--- config.mk ---
export PLATFORM = sky130hd
export DESIGN_NAME = crc_byte_accumulator
export DESIGN_NICKNAME = d
export VERILOG_FILES = /design/src/hdl/crc_acc_pkg.sv /design/src/hdl/crc_byte_accumulator.sv /design/src/hdl/crc_byte_step.sv
export SDC_FILE = /design/constraint.sdc
export NUM_CORES = 1
export LEC_CHECK = 0
export BUFFER_PORTS_ARGS = -buffer_cell sky130_fd_sc_hd__buf_2
export CAP_MARGIN = 30
export CORE_MARGIN = 5
export CORE_UTILIZATION = 50
export CTS_BUF_LIST = sky130_fd_sc_hd__clkbuf_16
export CTS_CLUSTER_DIAMETER = 40
export DETAILED_ROUTE_END_ITERATION = 12
export HOLD_SLACK_MARGIN = 0.05
export PLACE_DENSITY = 0.84
export SYNTH_ARGS = -nofsm -noshare
export SYNTH_HDL_FRONTEND = slang
export SYNTH_SLANG_ARGS = --single-unit
--- constraint.sdc ---
create_clock -name I_CLOCK -period 4.8 [get_ports I_CLOCK]
set_clock_uncertainty 0.15 [all_clocks]
set_input_delay 1.44 -clock I_CLOCK [delete_from_list [all_inputs] [get_ports I_CLOCK]]
set_output_delay 1.44 -clock I_CLOCK [all_outputs]
set_load 0.1 [all_outputs]
--- src/hdl/crc_acc_pkg.sv ---
// Constants for the byte CRC accumulator: opcodes, polynomials, offsets.
// Assumes the host pipeline presents whole instruction words with operands.
package crc_acc_pkg;
    // Generator polynomials, MSB-first, implicit top bit
    localparam logic [15:0] POLY_CRC16_P1 = 16'h8005;
    localparam logic [15:0] POLY_CRC16_P2 = 16'h1021;
    localparam logic [23:0] POLY_CRC24    = 24'h5D6DCB;
    localparam logic [31:0] POLY_CRC32_P1 = 32'h04C11DB7;
    localparam logic [31:0] POLY_CRC32_P2 = 32'h1EDC6F41;

    // First instruction words
    localparam logic [15:0] LSW_CRC32_P1_LO = 16'hE2C1;
    localparam logic [15:0] LSW_CRC32_P1_HI = 16'hE2C2;
    localparam logic [15:0] LSW_SHARED      = 16'hE2CB;
    localparam logic [15:0] LSW_CRC16_LO    = 16'hE2CE;
    localparam logic [15:0] LSW_CRC16_HI    = 16'hE2CF;
    localparam logic [15:0] LSW_CLEAR       = 16'hE524;
    localparam logic [15:0] LSW_SET_FLIP    = 16'hE52C;
    localparam logic [15:0] LSW_CLR_FLIP    = 16'hE52D;
    localparam logic [15:0] LSW_POLY_LO_IMM = 16'hE754;
    localparam logic [15:0] LSW_POLY_HI_IMM = 16'hE755;
    localparam logic [7:0]  LSW_MOVE_OUT    = 8'hBF;
    localparam logic [7:0]  LSW_MOVE_IN     = 8'hBD;

    // Upper byte of the second word
    localparam logic [7:0] SUB_P1       = 8'h00;
    localparam logic [7:0] SUB_P2       = 8'h01;
    localparam logic [7:0] SUB_CRC24_LO = 8'h01;
    localparam logic [7:0] SUB_CRC24_HI = 8'h02;
    localparam logic [7:0] SUB_PLEN     = 8'h04;
    localparam logic [7:0] SUB_DLEN     = 8'h05;
    localparam logic [7:0] SUB_C32P2_LO = 8'h08;
    localparam logic [7:0] SUB_C32P2_HI = 8'h09;

    // Absolute address at which moves reach the result register
    localparam logic [15:0] RESULT_ABS_ADDR = 16'h0000;

    // Register port offsets
    localparam logic [3:0] OFS_RESULT = 4'h0;
    localparam logic [3:0] OFS_POLY   = 4'h4;
    localparam logic [3:0] OFS_SIZE   = 4'h8;
    localparam logic [3:0] OFS_STATUS = 4'hC;

    // Field positions
    localparam int STATUS_FLIP_BIT = 0;
    localparam int SIZE_DLEN_LSB   = 0;
    localparam int SIZE_PLEN_LSB   = 16;

    // Reset values
    localparam logic [31:0] RESULT_RESET = 32'h0000_0000;
    localparam logic [31:0] POLY_RESET   = 32'h0000_0000;
    localparam logic [31:0] SIZE_RESET   = 32'h0000_0000;
    localparam logic        FLIP_RESET   = 1'b0;

    typedef enum {
        OP_NONE, OP_C16P1, OP_C16P2, OP_C24, OP_C32P1, OP_C32P2,
        OP_CLEAR, OP_SET_FLIP, OP_CLR_FLIP, OP_POLY_LO, OP_POLY_HI,
        OP_DLEN, OP_PLEN, OP_MOVE_OUT, OP_MOVE_IN
    } op_t;
endpackage

--- src/hdl/crc_byte_accumulator.sv ---
// Byte CRC accumulator: decodes result, polynomial and size instructions.
// Assumes the host pipeline holds operands valid with I_OP_VALID and
// waits while O_BUSY is high; register port reads answer one cycle later.
//
// Strobed register access and the placing of the registers were left to the implementer.
`timescale 1ns/1ps

// Functional notes
// - CRC16 first polynomial 0x8005 byte update
// - CRC16 second polynomial 0x1021 byte update
// - CRC32 first polynomial 0x04c11db7 byte update
// - CRC32 second polynomial 0x1edc6f41 byte update
// - CRC24 polynomial 0x5D6DCB on low 24 bits
// - Low variants use operand bits 7:0
// - High variants use operand bits 15:8
// - Reverse flag set feeds byte bit-reversed
// - Result register accumulates and stores outcome
// - Only set/clear-flip instructions touch the status flag
// - Clear instruction zeroes whole result register
// - Result-to-CPU move, absolute address, two cycles
// - CPU-to-result move, absolute address, two cycles
// - Lower immediate load zeroes polynomial top half
// - Upper immediate load keeps polynomial low half
// - Data-length write loads its half only
// - Polynomial-length write loads its half only
// - Decode CRC32 low byte, zero sub-byte
// - Decode CRC24 low byte by sub-byte one
// - Decode clear as single opcode word
// - Only set/clear-flip change reverse flag
module crc_byte_accumulator (
    input  wire logic        I_CLOCK,
    input  wire logic        I_RST_N,
    input  wire logic        I_OP_VALID,
    input  wire logic [15:0] I_OPCODE_LSW,
    input  wire logic [15:0] I_OPCODE_MSW,
    input  wire logic [15:0] I_WORD_OPERAND,
    input  wire logic [31:0] I_CPU_DATA,
    input  wire logic [3:0]  I_ADDR,
    input  wire logic [31:0] I_WDATA,
    input  wire logic        I_WR,
    input  wire logic        I_RD,
    output logic      [31:0] O_RDATA,
    output logic      [31:0] O_CRC_RESULT,
    output logic             O_MSG_FLIP,
    output logic             O_BUSY,
    output logic      [31:0] O_CPU_DATA,
    output logic             O_CPU_VALID
);
    logic [31:0]         crc_result_reg;
    logic [31:0]         poly_value_reg;
    logic [31:0]         crc_size_reg;
    logic                msg_bit_reverse_flag;
    logic                busy_reg;
    crc_acc_pkg::op_t    move_op_reg;
    logic                move_hit_reg;
    logic [31:0]         move_data_reg;
    logic [31:0]         cpu_data_reg;
    logic                cpu_valid_reg;
    logic [31:0]         rdata_reg;

    crc_acc_pkg::op_t    op;
    logic                accept;
    logic                byte_hi;
    logic [7:0]          sel_byte;
    logic [7:0]          msg_byte;
    logic [15:0]         c16p1_out;
    logic [15:0]         c16p2_out;
    logic [23:0]         c24_out;
    logic [31:0]         c32p1_out;
    logic [31:0]         c32p2_out;
    logic [31:0]         crc_next;
    logic [7:0]          sub;

    assign sub    = I_OPCODE_MSW[15:8];
    assign accept = I_OP_VALID && !busy_reg;

    // Decoder; the high-byte flag rides in the first word or sub-byte
    always_comb begin
        op      = crc_acc_pkg::OP_NONE;
        byte_hi = 1'b0;
        case (I_OPCODE_LSW)
            crc_acc_pkg::LSW_CRC32_P1_LO: begin
                if (sub == crc_acc_pkg::SUB_P1) op = crc_acc_pkg::OP_C32P1;
            end
            crc_acc_pkg::LSW_CRC32_P1_HI: begin
                if (sub == crc_acc_pkg::SUB_P1) op = crc_acc_pkg::OP_C32P1;
                byte_hi = 1'b1;
            end
            crc_acc_pkg::LSW_CRC16_LO, crc_acc_pkg::LSW_CRC16_HI: begin
                byte_hi = (I_OPCODE_LSW == crc_acc_pkg::LSW_CRC16_HI);
                if (sub == crc_acc_pkg::SUB_P1) op = crc_acc_pkg::OP_C16P1;
                else if (sub == crc_acc_pkg::SUB_P2) op = crc_acc_pkg::OP_C16P2;
            end
            crc_acc_pkg::LSW_SHARED: begin
                case (sub)
                    crc_acc_pkg::SUB_CRC24_LO: op = crc_acc_pkg::OP_C24;
                    crc_acc_pkg::SUB_CRC24_HI: begin
                        op      = crc_acc_pkg::OP_C24;
                        byte_hi = 1'b1;
                    end
                    crc_acc_pkg::SUB_C32P2_LO: op = crc_acc_pkg::OP_C32P2;
                    crc_acc_pkg::SUB_C32P2_HI: begin
                        op      = crc_acc_pkg::OP_C32P2;
                        byte_hi = 1'b1;
                    end
                    crc_acc_pkg::SUB_DLEN: op = crc_acc_pkg::OP_DLEN;
                    crc_acc_pkg::SUB_PLEN: op = crc_acc_pkg::OP_PLEN;
                    default:               op = crc_acc_pkg::OP_NONE;
                endcase
            end
            crc_acc_pkg::LSW_CLEAR:       op = crc_acc_pkg::OP_CLEAR;
            crc_acc_pkg::LSW_SET_FLIP:    op = crc_acc_pkg::OP_SET_FLIP;
            crc_acc_pkg::LSW_CLR_FLIP:    op = crc_acc_pkg::OP_CLR_FLIP;
            crc_acc_pkg::LSW_POLY_LO_IMM: op = crc_acc_pkg::OP_POLY_LO;
            crc_acc_pkg::LSW_POLY_HI_IMM: op = crc_acc_pkg::OP_POLY_HI;
            default: begin
                if (I_OPCODE_LSW[15:8] == crc_acc_pkg::LSW_MOVE_OUT)
                    op = crc_acc_pkg::OP_MOVE_OUT;
                else if (I_OPCODE_LSW[15:8] == crc_acc_pkg::LSW_MOVE_IN)
                    op = crc_acc_pkg::OP_MOVE_IN;
            end
        endcase
    end

    // Message byte selection and optional bit reversal
    always_comb begin
        sel_byte = byte_hi ? I_WORD_OPERAND[15:8] : I_WORD_OPERAND[7:0];
        for (int i = 0; i < 8; i++) begin
            msg_byte[i] = msg_bit_reverse_flag ? sel_byte[7-i] : sel_byte[i];
        end
    end

    crc_byte_step #(.WIDTH(16), .POLY(crc_acc_pkg::POLY_CRC16_P1)) u_c16p1 (
        .i_crc  (crc_result_reg[15:0]),
        .i_byte (msg_byte),
        .o_crc  (c16p1_out)
    );
    crc_byte_step #(.WIDTH(16), .POLY(crc_acc_pkg::POLY_CRC16_P2)) u_c16p2 (
        .i_crc  (crc_result_reg[15:0]),
        .i_byte (msg_byte),
        .o_crc  (c16p2_out)
    );
    crc_byte_step #(.WIDTH(24), .POLY(crc_acc_pkg::POLY_CRC24)) u_c24 (
        .i_crc  (crc_result_reg[23:0]),
        .i_byte (msg_byte),
        .o_crc  (c24_out)
    );
    crc_byte_step #(.WIDTH(32), .POLY(crc_acc_pkg::POLY_CRC32_P1)) u_c32p1 (
        .i_crc  (crc_result_reg),
        .i_byte (msg_byte),
        .o_crc  (c32p1_out)
    );
    crc_byte_step #(.WIDTH(32), .POLY(crc_acc_pkg::POLY_CRC32_P2)) u_c32p2 (
        .i_crc  (crc_result_reg),
        .i_byte (msg_byte),
        .o_crc  (c32p2_out)
    );

    // Narrow CRCs leave the bits above their width untouched
    always_comb begin
        crc_next = crc_result_reg;
        case (op)
            crc_acc_pkg::OP_C16P1: crc_next = {crc_result_reg[31:16], c16p1_out};
            crc_acc_pkg::OP_C16P2: crc_next = {crc_result_reg[31:16], c16p2_out};
            crc_acc_pkg::OP_C24:   crc_next = {crc_result_reg[31:24], c24_out};
            crc_acc_pkg::OP_C32P1: crc_next = c32p1_out;
            crc_acc_pkg::OP_C32P2: crc_next = c32p2_out;
            crc_acc_pkg::OP_CLEAR: crc_next = '0;
            default:               crc_next = crc_result_reg;
        endcase
    end

    // Result register; instructions outrank a same-cycle port write
    always_ff @(posedge I_CLOCK or negedge I_RST_N) begin
        if (!I_RST_N) begin
            crc_result_reg <= crc_acc_pkg::RESULT_RESET;
        end else if (busy_reg) begin
            if (move_op_reg == crc_acc_pkg::OP_MOVE_IN && move_hit_reg)
                crc_result_reg <= move_data_reg;
        end else if (accept && op != crc_acc_pkg::OP_NONE) begin
            crc_result_reg <= crc_next;
        end else if (I_WR && I_ADDR == crc_acc_pkg::OFS_RESULT) begin
            crc_result_reg <= I_WDATA;
        end
    end

    // Polynomial register
    always_ff @(posedge I_CLOCK or negedge I_RST_N) begin
        if (!I_RST_N) begin
            poly_value_reg <= crc_acc_pkg::POLY_RESET;
        end else if (accept && op == crc_acc_pkg::OP_POLY_LO) begin
            poly_value_reg <= {16'h0000, I_OPCODE_MSW};
        end else if (accept && op == crc_acc_pkg::OP_POLY_HI) begin
            poly_value_reg <= {I_OPCODE_MSW, poly_value_reg[15:0]};
        end else if (I_WR && I_ADDR == crc_acc_pkg::OFS_POLY
                     && !(accept && op != crc_acc_pkg::OP_NONE)) begin
            poly_value_reg <= I_WDATA;
        end
    end

    // Size register halves
    always_ff @(posedge I_CLOCK or negedge I_RST_N) begin
        if (!I_RST_N) begin
            crc_size_reg <= crc_acc_pkg::SIZE_RESET;
        end else if (accept && op == crc_acc_pkg::OP_DLEN) begin
            crc_size_reg[crc_acc_pkg::SIZE_DLEN_LSB +: 16] <= I_WORD_OPERAND;
        end else if (accept && op == crc_acc_pkg::OP_PLEN) begin
            crc_size_reg[crc_acc_pkg::SIZE_PLEN_LSB +: 16] <= I_WORD_OPERAND;
        end else if (I_WR && I_ADDR == crc_acc_pkg::OFS_SIZE
                     && !(accept && op != crc_acc_pkg::OP_NONE)) begin
            crc_size_reg <= I_WDATA;
        end
    end

    // Reverse flag; port writes cannot reach it
    always_ff @(posedge I_CLOCK or negedge I_RST_N) begin
        if (!I_RST_N) begin
            msg_bit_reverse_flag <= crc_acc_pkg::FLIP_RESET;
        end else if (accept && op == crc_acc_pkg::OP_SET_FLIP) begin
            msg_bit_reverse_flag <= 1'b1;
        end else if (accept && op == crc_acc_pkg::OP_CLR_FLIP) begin
            msg_bit_reverse_flag <= 1'b0;
        end
    end

    // Two-cycle mover: capture on accept, complete one cycle later
    always_ff @(posedge I_CLOCK or negedge I_RST_N) begin
        if (!I_RST_N) begin
            busy_reg      <= 1'b0;
            move_op_reg   <= crc_acc_pkg::OP_NONE;
            move_hit_reg  <= 1'b0;
            move_data_reg <= '0;
        end else if (accept && (op == crc_acc_pkg::OP_MOVE_OUT
                                || op == crc_acc_pkg::OP_MOVE_IN)) begin
            busy_reg      <= 1'b1;
            move_op_reg   <= op;
            move_hit_reg  <= (I_OPCODE_MSW == crc_acc_pkg::RESULT_ABS_ADDR);
            move_data_reg <= I_CPU_DATA;
        end else begin
            busy_reg      <= 1'b0;
            move_op_reg   <= crc_acc_pkg::OP_NONE;
        end
    end

    // Unmatched addresses return zero to the CPU
    always_ff @(posedge I_CLOCK or negedge I_RST_N) begin
        if (!I_RST_N) begin
            cpu_data_reg  <= '0;
            cpu_valid_reg <= 1'b0;
        end else if (busy_reg && move_op_reg == crc_acc_pkg::OP_MOVE_OUT) begin
            cpu_data_reg  <= move_hit_reg ? crc_result_reg : 32'h0000_0000;
            cpu_valid_reg <= 1'b1;
        end else begin
            cpu_valid_reg <= 1'b0;
        end
    end

    // Register port read; unmapped offsets read zero
    always_ff @(posedge I_CLOCK or negedge I_RST_N) begin
        if (!I_RST_N) begin
            rdata_reg <= '0;
        end else if (I_RD) begin
            case (I_ADDR)
                crc_acc_pkg::OFS_RESULT: rdata_reg <= crc_result_reg;
                crc_acc_pkg::OFS_POLY:   rdata_reg <= poly_value_reg;
                crc_acc_pkg::OFS_SIZE:   rdata_reg <= crc_size_reg;
                crc_acc_pkg::OFS_STATUS: begin
                    rdata_reg <= '0;
                    rdata_reg[crc_acc_pkg::STATUS_FLIP_BIT] <= msg_bit_reverse_flag;
                end
                default:                 rdata_reg <= '0;
            endcase
        end else begin
            rdata_reg <= '0;
        end
    end

    assign O_RDATA      = rdata_reg;
    assign O_CRC_RESULT = crc_result_reg;
    assign O_MSG_FLIP   = msg_bit_reverse_flag;
    assign O_BUSY       = busy_reg;
    assign O_CPU_DATA   = cpu_data_reg;
    assign O_CPU_VALID  = cpu_valid_reg;
endmodule // crc_byte_accumulator

--- src/hdl/crc_byte_step.sv ---
// One MSB-first, non-reflected CRC update over one message byte.
// Pure combinational; caller selects width and polynomial.
`timescale 1ns/1ps
module crc_byte_step #(
    parameter int                WIDTH = 16,
    parameter logic [WIDTH-1:0]  POLY  = '0
) (
    input  wire logic [WIDTH-1:0] i_crc,
    input  wire logic [7:0]       i_byte,
    output logic      [WIDTH-1:0] o_crc
);
    always_comb begin
        logic [WIDTH-1:0] c;
        logic             fb;
        c  = i_crc;
        fb = 1'b0;
        for (int i = 7; i >= 0; i--) begin
            fb = c[WIDTH-1] ^ i_byte[i];
            c  = {c[WIDTH-2:0], 1'b0} ^ (fb ? POLY : '0);
        end
        o_crc = c;
    end
endmodule // crc_byte_step

; Word level (Yosys, flattened, before mapping)
; Index checks and enable logic that the tools add are counted.
[word_totals]
in_bits = 121
word_cells = 258
reg_bits = 228
output_inout_bits = 99
[op_classes]
n_eq_ne = 46
bitwise = 79
reduce_logical = 40
n_mux = 78
[op_table]
columns = op, n
row1 = $xor 32x32->32, 16
row2 = $mux 32, 11
row3 = $eq 32x5->1 const B, 9
row4 = $pmux 32 s8, 1
row5 = $xor 16x16->16, 16
row6 = $mux 29, 8
row7 = $mux 27, 8
row8 = $pmux 32 s6, 1
row9 = $xor 24x24->24, 8
row10 = $mux 23, 8
row11 = $mux 16, 11
row12 = $eq 16x16->1 const B, 10
row13 = $pmux 32 s4, 1
row14 = $mux 13, 8
row15 = $eq 32x3->1 const B, 3
row16 = $eq 32x2->1 const B, 2
row17 = $xor 1x1->1, 38
row18 = $eq 32x1->1 const B, 1
row19 = $eq 32x4->1 const B, 1
row20 = $reduce_bool 32->1, 1
row21 = $eq 8x3->1 const B, 2
row22 = $eq 8x4->1 const B, 2
row23 = $eq 8x8->1 const B, 2
row24 = $logic_and 1x1->1, 16
row25 = 30 further kinds, 59

; Depth between registers and ports, before layout
; Gate-level depths: netlist of the first run.
[logic_depth]
ltp_word = 33
mapped_depth = 16
mapped_depth_nobuf = 11

; By module
; Synthesis of the first run repeated with hierarchy kept, for this count alone.
[hier_totals]
hier_cells = 1359
area_unflattened_um2 = 14031.0
[by_module_without_submodules]
columns = mod, area_per_inst_um2, seq_area_each_um2, n_inst, cells_each
row1 = crc_byte_accumulator, 10636.5, 5004.8, 1, 1095
row2 = crc_byte_step at u_c32p2, 984.7, 0.0, 1, 82
row3 = crc_byte_step at u_c32p1, 980.9, 0.0, 1, 63
row4 = crc_byte_step at u_c24, 732.0, 0.0, 1, 65
row5 = crc_byte_step at u_c16p2, 387.9, 0.0, 1, 25
row6 = crc_byte_step at u_c16p1, 309.0, 0.0, 1, 29

; Worst setup path before layout of the first run
; OpenSTA, ideal clock, no wires.
[synth_timing]
path_type = input port to flip-flop
from = input port I_OPCODE_MSW[13]
to = register crc_result_reg[6] (netlist: O_CRC_RESULT[6])
arrival_time_ns = 4.959
cell_stages = 12
path_buffers = 1
setup_slack_ns = -0.434
required_time_ns = 4.525
setup_time_ns = 0.125
cell_sequence = or4_1 buf_2 a2111oi_4 o211ai_4 mux2_4 xor2_1 xnor3_1 xnor2_1 o221ai_1 a221oi_1 o22ai_1 mux2_2
[synth_between]
elab_chain_len = 25
word_cells_on_any_way = 128
cone_classes = 13 x eq/ne / 44 x mux / 63 x bitwise / 8 x reduce/logical
[synth_lines]
columns = element, line
row1 = start: declaration, crc_byte_accumulator.sv:35  ; input wire logic [15:0] I_OPCODE_MSW,
row2 = $eq 8x4->1 / $eq 8x2->1 (equally long branches), crc_byte_accumulator.sv:95  ; case (sub)
row3 = $reduce_or 2->1 (no source line), -
row4 = $mux 1, crc_byte_accumulator.sv:95
row5 = $pmux 1 s3, crc_byte_accumulator.sv:81  ; case (I_OPCODE_LSW)
row6 = $mux 8, crc_byte_accumulator.sv:127  ; sel_byte = byte_hi ? I_WORD_OPERAND[15:8] : I_WORD_OPERAND[7:0];
row7 = $mux 1, crc_byte_accumulator.sv:129  ; msg_byte[i] = msg_bit_reverse_flag ? sel_byte[7-i] : sel_byte[i];
row8 = $xor 1x1->1, crc_byte_step.sv:18  ; fb = c[WIDTH-1] ^ i_byte[i];
row9 = $mux 16, crc_byte_step.sv:19  ; c = {c[WIDTH-2:0], 1'b0} ^ (fb ? POLY : '0);
row10 = (+5 left out), -
row11 = $mux 16, crc_byte_step.sv:19
row12 = $xor 16x16->16, crc_byte_step.sv:19
row13 = $xor 1x1->1, crc_byte_step.sv:18
row14 = $mux 16, crc_byte_step.sv:19
row15 = $xor 16x16->16 (5 in series), crc_byte_step.sv:19
row16 = $pmux 32 s6, crc_byte_accumulator.sv:162  ; case (op)
row17 = $mux 32, crc_byte_accumulator.sv:180  ; end else if (accept && op != crc_acc_pkg::OP_NONE) begin
row18 = $mux 32, crc_byte_accumulator.sv:177  ; end else if (busy_reg) begin
row19 = end signal: assignment, crc_byte_accumulator.sv:176  ; crc_result_reg <= crc_acc_pkg::RESULT_RESET;
row20 = end signal: assignment, crc_byte_accumulator.sv:179  ; crc_result_reg <= move_data_reg;
row21 = end signal: assignment, crc_byte_accumulator.sv:181  ; crc_result_reg <= crc_next;
row22 = end: declaration, crc_byte_accumulator.sv:49  ; logic [31:0] crc_result_reg;
; Parallel ways exist; a longest one is shown, timed or not.
; A chain may end at the register's enable or synchronous reset.

; Worst setup path in the final report of the first run
[layout_timing]
from = input port I_OPCODE_MSW[13]
to = register crc_result_reg[11] (netlist: O_CRC_RESULT[11])
[layout_between]
elab_chain_len = 25
word_cells_on_any_way = 116
cone_classes = 13 x eq/ne / 42 x mux / 53 x bitwise / 8 x reduce/logical
[layout_lines]
columns = element, line
row1 = $eq 8x4->1 / $eq 8x2->1 (equally long branches), crc_byte_accumulator.sv:95
row2 = $reduce_or 2->1 (no source line), -
row3 = $mux 1, crc_byte_accumulator.sv:95
row4 = $pmux 1 s3, crc_byte_accumulator.sv:81
row5 = $mux 8, crc_byte_accumulator.sv:127
row6 = $mux 1, crc_byte_accumulator.sv:129
row7 = $xor 1x1->1, crc_byte_step.sv:18
row8 = $mux 23, crc_byte_step.sv:19
row9 = (+7 left out), -
row10 = $mux 23, crc_byte_step.sv:19
row11 = $xor 24x24->24 (2 in series), crc_byte_step.sv:19
row12 = $xor 1x1->1, crc_byte_step.sv:18
row13 = $mux 23, crc_byte_step.sv:19
row14 = $xor 24x24->24 (2 in series), crc_byte_step.sv:19
row15 = $pmux 32 s6, crc_byte_accumulator.sv:162
row16 = $mux 32, crc_byte_accumulator.sv:180
row17 = $mux 32, crc_byte_accumulator.sv:177
; Parallel ways exist; a longest one is shown, timed or not.

==> results of run 1 <==
==> through the flow <==
step / setup TNS (ps) / total power, mW / instances / util (%) / area [um^2]
CTS: 0 / 8.67 / 2117 / 66.3 / 16800
global placement: -21320 / 7.11 / 2085 / 63.9 / 16200
detailed placement: -25520 / 7.12 / 2085 / 63.9 / 16200
global route: -338 / 9.31 / 2125 / 67.7 / 17100
finish: -45.0 / 9.00 / 2126 / 67.7 / 17200
floorplan: -4180 / 5.18 / 1409 / - / 13100
==> cell families after synthesis <==
group                     after synthesis  share of synthesized area [%]
AOI/OAI and AO/OA                     333                           16.5
xor gates and xnor gates              209                           16.5
buffers and inverters                 127                           3.81
DFF                                   200                           38.8
muxes                                 113                           9.20
and+or+nand+nor                       427                           15.2
==> cell type report <==
class | instances | area (um^2)
clock inverters | 15 | 188
repair buffers | 467 | 3220
multi-input cells | 1083 | 7850
diodes | 1 | 2.50
flip-flops and latches | 200 | 5000
inverters | 13 | 48.8
well taps | 330 | 413
clock buffers | 17 | 425
fillers | 2055 | 8180
==> path summary, 6_finish.rpt <==
path                                  start                to  cells after the start
max reg2reg                      O_MSG_FLIP  O_CRC_RESULT[11]                     10
min                          O_CPU_DATA[23]    O_CPU_DATA[23]                      2
min reg2reg                  O_CPU_DATA[23]    O_CPU_DATA[23]                      2
max in group asynchronous           I_RST_N   crc_size_reg[7]                      2
min in group asynchronous           I_RST_N  move_data_reg[0]                      1
max                        I_OPCODE_MSW[13]  O_CRC_RESULT[11]                     15
==> where the power goes <==
| group | leakage, nW | internal (mW) | total [mW] | switching [mW] |
|---|---|---|---|---|
| registers | 2.59 | 1.88 | 2.26 | 0.386 |
| clock network | 0.298 | 0.719 | 1.54 | 0.819 |
| logic | 5.37 | 2.38 | 5.19 | 2.82 |
| total | 8.25 | 4.97 | 9.00 | 4.02 |
==> cell usage after synthesis, types with 7 or more instances <==
library cell	count	area share, %
a21oi_1	116	4.5
a221oi_1	7	0.48
a22oi_1	31	1.8
buf_1	7	0.20
buf_2	9	0.35
clkbuf_1	97	2.8
dfrtp_1	200	39
inv_1	13	0.38
mux2_2	40	3.5
mux2i_1	72	5.6
nand2_1	184	5.4
nand3_1	44	1.7
nor2_1	103	3.0
nor3_1	14	0.54
nor4_1	8	0.39
o21ai_0	72	2.8
o221ai_1	16	1.1
o22ai_1	10	0.49
o31ai_1	29	1.7
or3_1	15	0.73
xnor2_1	111	7.5
xnor3_1	11	1.9
xor2_1	77	5.2
==> worst max-delay path: cells and delay by family <==
kind	cells	cell delay, ps
buf+inv	4	510
mux	1	360
xor+xnor	4	1120
simple gates	2	960
compound gates	4	650
==> per-layer routing <==
| layer | track usage, % | vias up | routed length [um] |
|---|---|---|---|
| met2 | 59.0 | 905 | 24900 |
| met4 | 18.3 | 0 | 3270 |
| li1 | - | 5709 | - |
| met3 | 8.23 | 212 | 5990 |
| met5 | 0 | - | 0 |
| met1 | 48.7 | 6293 | 21100 |
==> what timing repair did <==
item | CTS | global route
resized for setup | 2 | 40
setup buffers | 0 | 7
setup endpoints to repair | 8 | 22
cloned | 0 | 1
pin swaps | 0 | 13
==> run metrics, run 1 <==
startpoint class of the critical path=input port; First-pass DRT Iterations=8; RePlAce Congestion=1.04; final hold slack=315 ps; hold buffers post-CTS=0; WL/cell=26.0 um; vias=13100; async set-reset flop share out of synthesis=100%; global-route wire length before repair=81000 um; commonest cells after routing, fill and taps aside=226 x buf_4, 216 x buf_2, 200 x dfrtp_1; Static Leak=8.25 nW; final setup margin=-32.3 ps; 1st-iter DRT viols=1751; Synth Instances=1409; htree depth=4; Die W=171 um; Final Critical Period=4830 ps; total number of yosys warnings=0; Root Buffer Master=clkbuf_16; Die H=171 um; MaxCap Viol Count=0; Port Buffer Count=219; CTS Buf Count=17; Post-synth EDFFs=0; VDD IR max=0.402 mV; final hold violation count=0; Hold Crit Class=reg -> reg; worst slew pin tran=1120 ps; arrival time worst endpoint=5060 ps; Layout area overhead=33.0%; Final setup viols=3; Sink Count=200; crit path capture type=flop; pwr/cell area=525 nW/um^2; Max clock buf depth=2; critical-path cell list=buf_6 > or4_4 > a2111oi_4 > buf_6 > buf_12 > o211ai_4 > mux2_4 > buf_12 > xor2_4 > xnor3_2 > xnor2_4 > xnor2_2 > or3_1 > a41o_1 > a21oi_1; clock-pin slew on the worst setup and hold paths=90 ps; Max-slew headroom=25.1%; Synth Cell Area=12900 um^2; remaining global-route overflow=0; Slew Limit Fails=0; Final Cycle Share=101%; Netlist cell types=75; commonest non-fill, non-tap cell in the layout=buf_4; pin count of the biggest net entering global routing=80; Total Die Area=29100 um^2; number of global-route vias before repair=13000; Vias/cell=6.17; Ports=220; post-synthesis sequential area ratio=38.8%; Max Fclk=0.207 GHz; clk_lat worst skew=450 ps; Setup CP Type=in -> reg; DP HPWL=42500 um; Yosys reg bits=200; Placeable Area=25300 um^2; nets=1903; CP Max Fanout=4; failing checks=negative setup slack; CTS tree=built; initial antenna violation count=0; Post-route DRC=0; CP peak stage delay=610 ps; post-place setup slack=-571 ps; Routed Antenna Nets=0; flop-to-flop setup slack=1020 ps; layout cells sized above 1=34.2%; unrepaired setup endpoints after global routing=yes; top_reg_cell synth=dfrtp_1; slowest cell on the critical path=or4_4; Initial Util=50.9%; row cnt=58; status=finished, violations left; Tot GR Track Use=37.3%; Critical Path RT=5020 ps; Mapped Avg Cell Area=9.15 um^2; final WL=55300 um; Mapped Nets=1530
(Power assumes the default switching activity.)
==> run 2: changes to the inputs <==
--- a/config.mk
+++ b/config.mk
@@ -16,4 +16,5 @@
 export PLACE_DENSITY = 0.84
 export SYNTH_ARGS = -nofsm -noshare
 export SYNTH_HDL_FRONTEND = slang
+export SYNTH_HIERARCHICAL = 1
 export SYNTH_SLANG_ARGS = --single-unit
==> run metrics, run 2 <==
Die W=178 um; Max clock buf depth=2; Root Buffer Master=clkbuf_16; row cnt=61; 1st-iter DRT viols=2326; final setup margin=-599 ps; # placed instances=2066; Layout area overhead=37.6%; worst slew pin tran=1030 ps; Sequential Power Share=21.3%; async set-reset flop share out of synthesis=100%; remaining global-route overflow=0; hold buffers post-CTS=0; CTS tree=built; total number of yosys warnings=6; CP Max Fanout=8; MaxCap Viol Count=0; CTS Buf Count=17; post-synthesis sequential area ratio=35.7%; Comb pwr share=65.5%; DP HPWL=38700 um; Internal Pwr Total=6.23 mW; Initial Util=50.5%; Static Leak=9.17 nW; Max-slew headroom=31.3%; Psw=4.80 mW; Synth top area share=35.7%; Switching Fraction=43.5%; status=finished, violations left; First-pass DRT Iterations=9; Netlist cell types=78; Vias/cell=6.41; final hold violation count=0; commonest non-fill, non-tap cell in the layout=buf_2; global-route wire length before repair=81900 um; length in cells of the worst reg-to-reg path=11; Mapped Nets=1480; pwr/cell area=571 nW/um^2; Critical Path Source=I_OPCODE_MSW[15]; Setup CP Type=in -> reg; Max Fclk=0.185 GHz; unrepaired setup endpoints after global routing=yes; top_reg_cell synth=dfrtp_1; Post-synth EDFFs=0; worst r2r dst=O_CRC_RESULT[20]; Routed Antenna Nets=0; WL/cell=27.0 um; flop-to-flop setup slack=900 ps; startpoint class of the critical path=input port; Total Die Area=31500 um^2; largest area contributor in the netlist=dfrtp_1; top post-synthesis cells by count=200 x dfrtp_1, 148 x nand2_1, 134 x xnor2_1; Final Critical Period=5400 ps; Worst Hold Path EP=O_CPU_DATA[13]; Tot GR Track Use=34.6%; htree depth=4; Mapped Avg Cell Area=10.3 um^2; Final Cycle Share=112%; VDD IR max=0.413 mV; pin count of the biggest net entering global routing=90; clock-pin slew on the worst setup and hold paths=80 ps; hold depth=2; n_diodes=0; layout cells sized above 1=42.2%; Placeable Area=27800 um^2; Critical Path RT=4990 ps; RePlAce Congestion=1.02; arrival time worst endpoint=5590 ps; main area contributors after synthesis=dfrtp_1 36%, xnor2_1 8.4%, mux2_2 5.2%; Post-route DRC=0; vias=13900; fin util=69.5%; Synth Instances=1359; clk_lat worst skew=460 ps; Final setup viols=32; Ports=220; Port Buffer Count=219; commonest cells after routing, fill and taps aside=216 x buf_2, 199 x dfrtp_1, 191 x buf_4; post-route insts no fill=2161; reg2reg start=O_MSG_FLIP; Hold Crit Start=O_CPU_DATA[13]; Sink Count=200; Die H=178 um; Hold Crit Class=reg -> reg; Yosys reg bits=200; number of global-route vias before repair=13400; Slew Limit Fails=0; count leader, synth=dfrtp_1; initial antenna violation count=0; Synth Cell Area=14000 um^2; clock network fraction of design power=13.2%; nets=1892; final WL=58300 um; failing checks=negative setup slack; crit path capture type=flop
[run 2: cell types whose count changed in the layout (fill, tap and decap cells not counted), sizes merged, moves of 29 or more]
| cell | before | now |
|---|---|---|
| a21oi | 116 | 63 |
| nand3 | 44 | 10 |
| nand2 | 184 | 150 |
| inv | 21 | 64 |
| xor2 | 78 | 49 |
| mux2 | 41 | 73 |
| xnor2 | 118 | 165 |
| nor2 | 103 | 61 |
[run 2: worst max-delay path by stage]
stage                     cells after the start                to  slack, ps
after floorplan                              16  O_CRC_RESULT[15]       -900
after detailed placement                     18  O_CRC_RESULT[12]      -1030
after global placement                       18  O_CRC_RESULT[12]       -920
final                                        19  O_CRC_RESULT[20]       -600
after CTS                                    18  O_CRC_RESULT[15]       -460
after global routing                         19  O_CRC_RESULT[20]       -700
[run 2: final cells by class]
cell class	count	area (um^2)
repair buffers	490	3590
inverters	58	218
clock buffers	17	425
well taps	378	473
multi-input cells	1004	9450
clock inverters	14	141
fillers	1918	8480
flip-flops and latches	200	5010
[run 2: power by group through the flow]
stage                     combinational (mW)  clock [mW]  sequential, mW
after CTS                               6.28        1.45            2.31
after global routing                    7.41        1.53            2.36
after global placement                  5.56           0            2.33
after detailed placement                5.65           0            2.34
final                                   7.22        1.46            2.35
after floorplan                         3.40           0            2.77
[run 2: routing by layer]
| metal | share of wire, % | GRT usage [%] | up-vias |
|---|---|---|---|
| met5 | 0 | 0 | - |
| met4 | 7.7 | 17.6 | 0 |
| met3 | 11 | 6.58 | 331 |
| met2 | 45 | 55.6 | 1192 |
| met1 | 36 | 44.9 | 6657 |
| li1 | - | - | 5674 |
[run 2: worst max-delay path, cell delays in order]
cell	delay [ps]
buf_2	140
or4_4	540
nor2_4	130
a31oi_1	90
o21ai_1	130
a32o_2	210
buf_12	180
mux2i_4	300
buf_6	140
mux2i_4	100
buf_6	160
buf_6	120
xor2_4	230
xnor3_2	410
xnor3_2	290
xnor2_2	170
a222oi_1	370
o21ai_1	150
mux2_4	290
[run 2: metrics by stage]
step | cell area [um^2] | hold slack (ps) | TNS, ps | worst slack [ps] | power, mW
2_1_floorplan | 14400 | 324 | -14170 | -902 | 6.17
3_3_place_gp | 17200 | 307 | -23390 | -917 | 7.89
3_5_place_dp | 17200 | 315 | -25670 | -1030 | 7.99
4_1_cts | 18600 | 332 | -8510 | -457 | 10.0
5_1_grt | 19300 | 352 | -16240 | -696 | 11.3
6_report | 19300 | 325 | -13180 | -599 | 11.0
[run 2: cell families after synthesis]
family                    Yosys count  synth area share [%]
muxes                             121                  9.28
buffers and inverters             155                  4.82
xor gates and xnor gates          257                  23.9
and+or+nand+nor                   278                  9.05
DFF                               200                  35.7
AOI/OAI and AO/OA                 348                  17.2
[run 2: what timing repair did]
action,in CTS,in global routing
buffers inserted,37,42
endpoints found under the setup margin,31,32
resized for setup,111,83
pin swaps,67,74
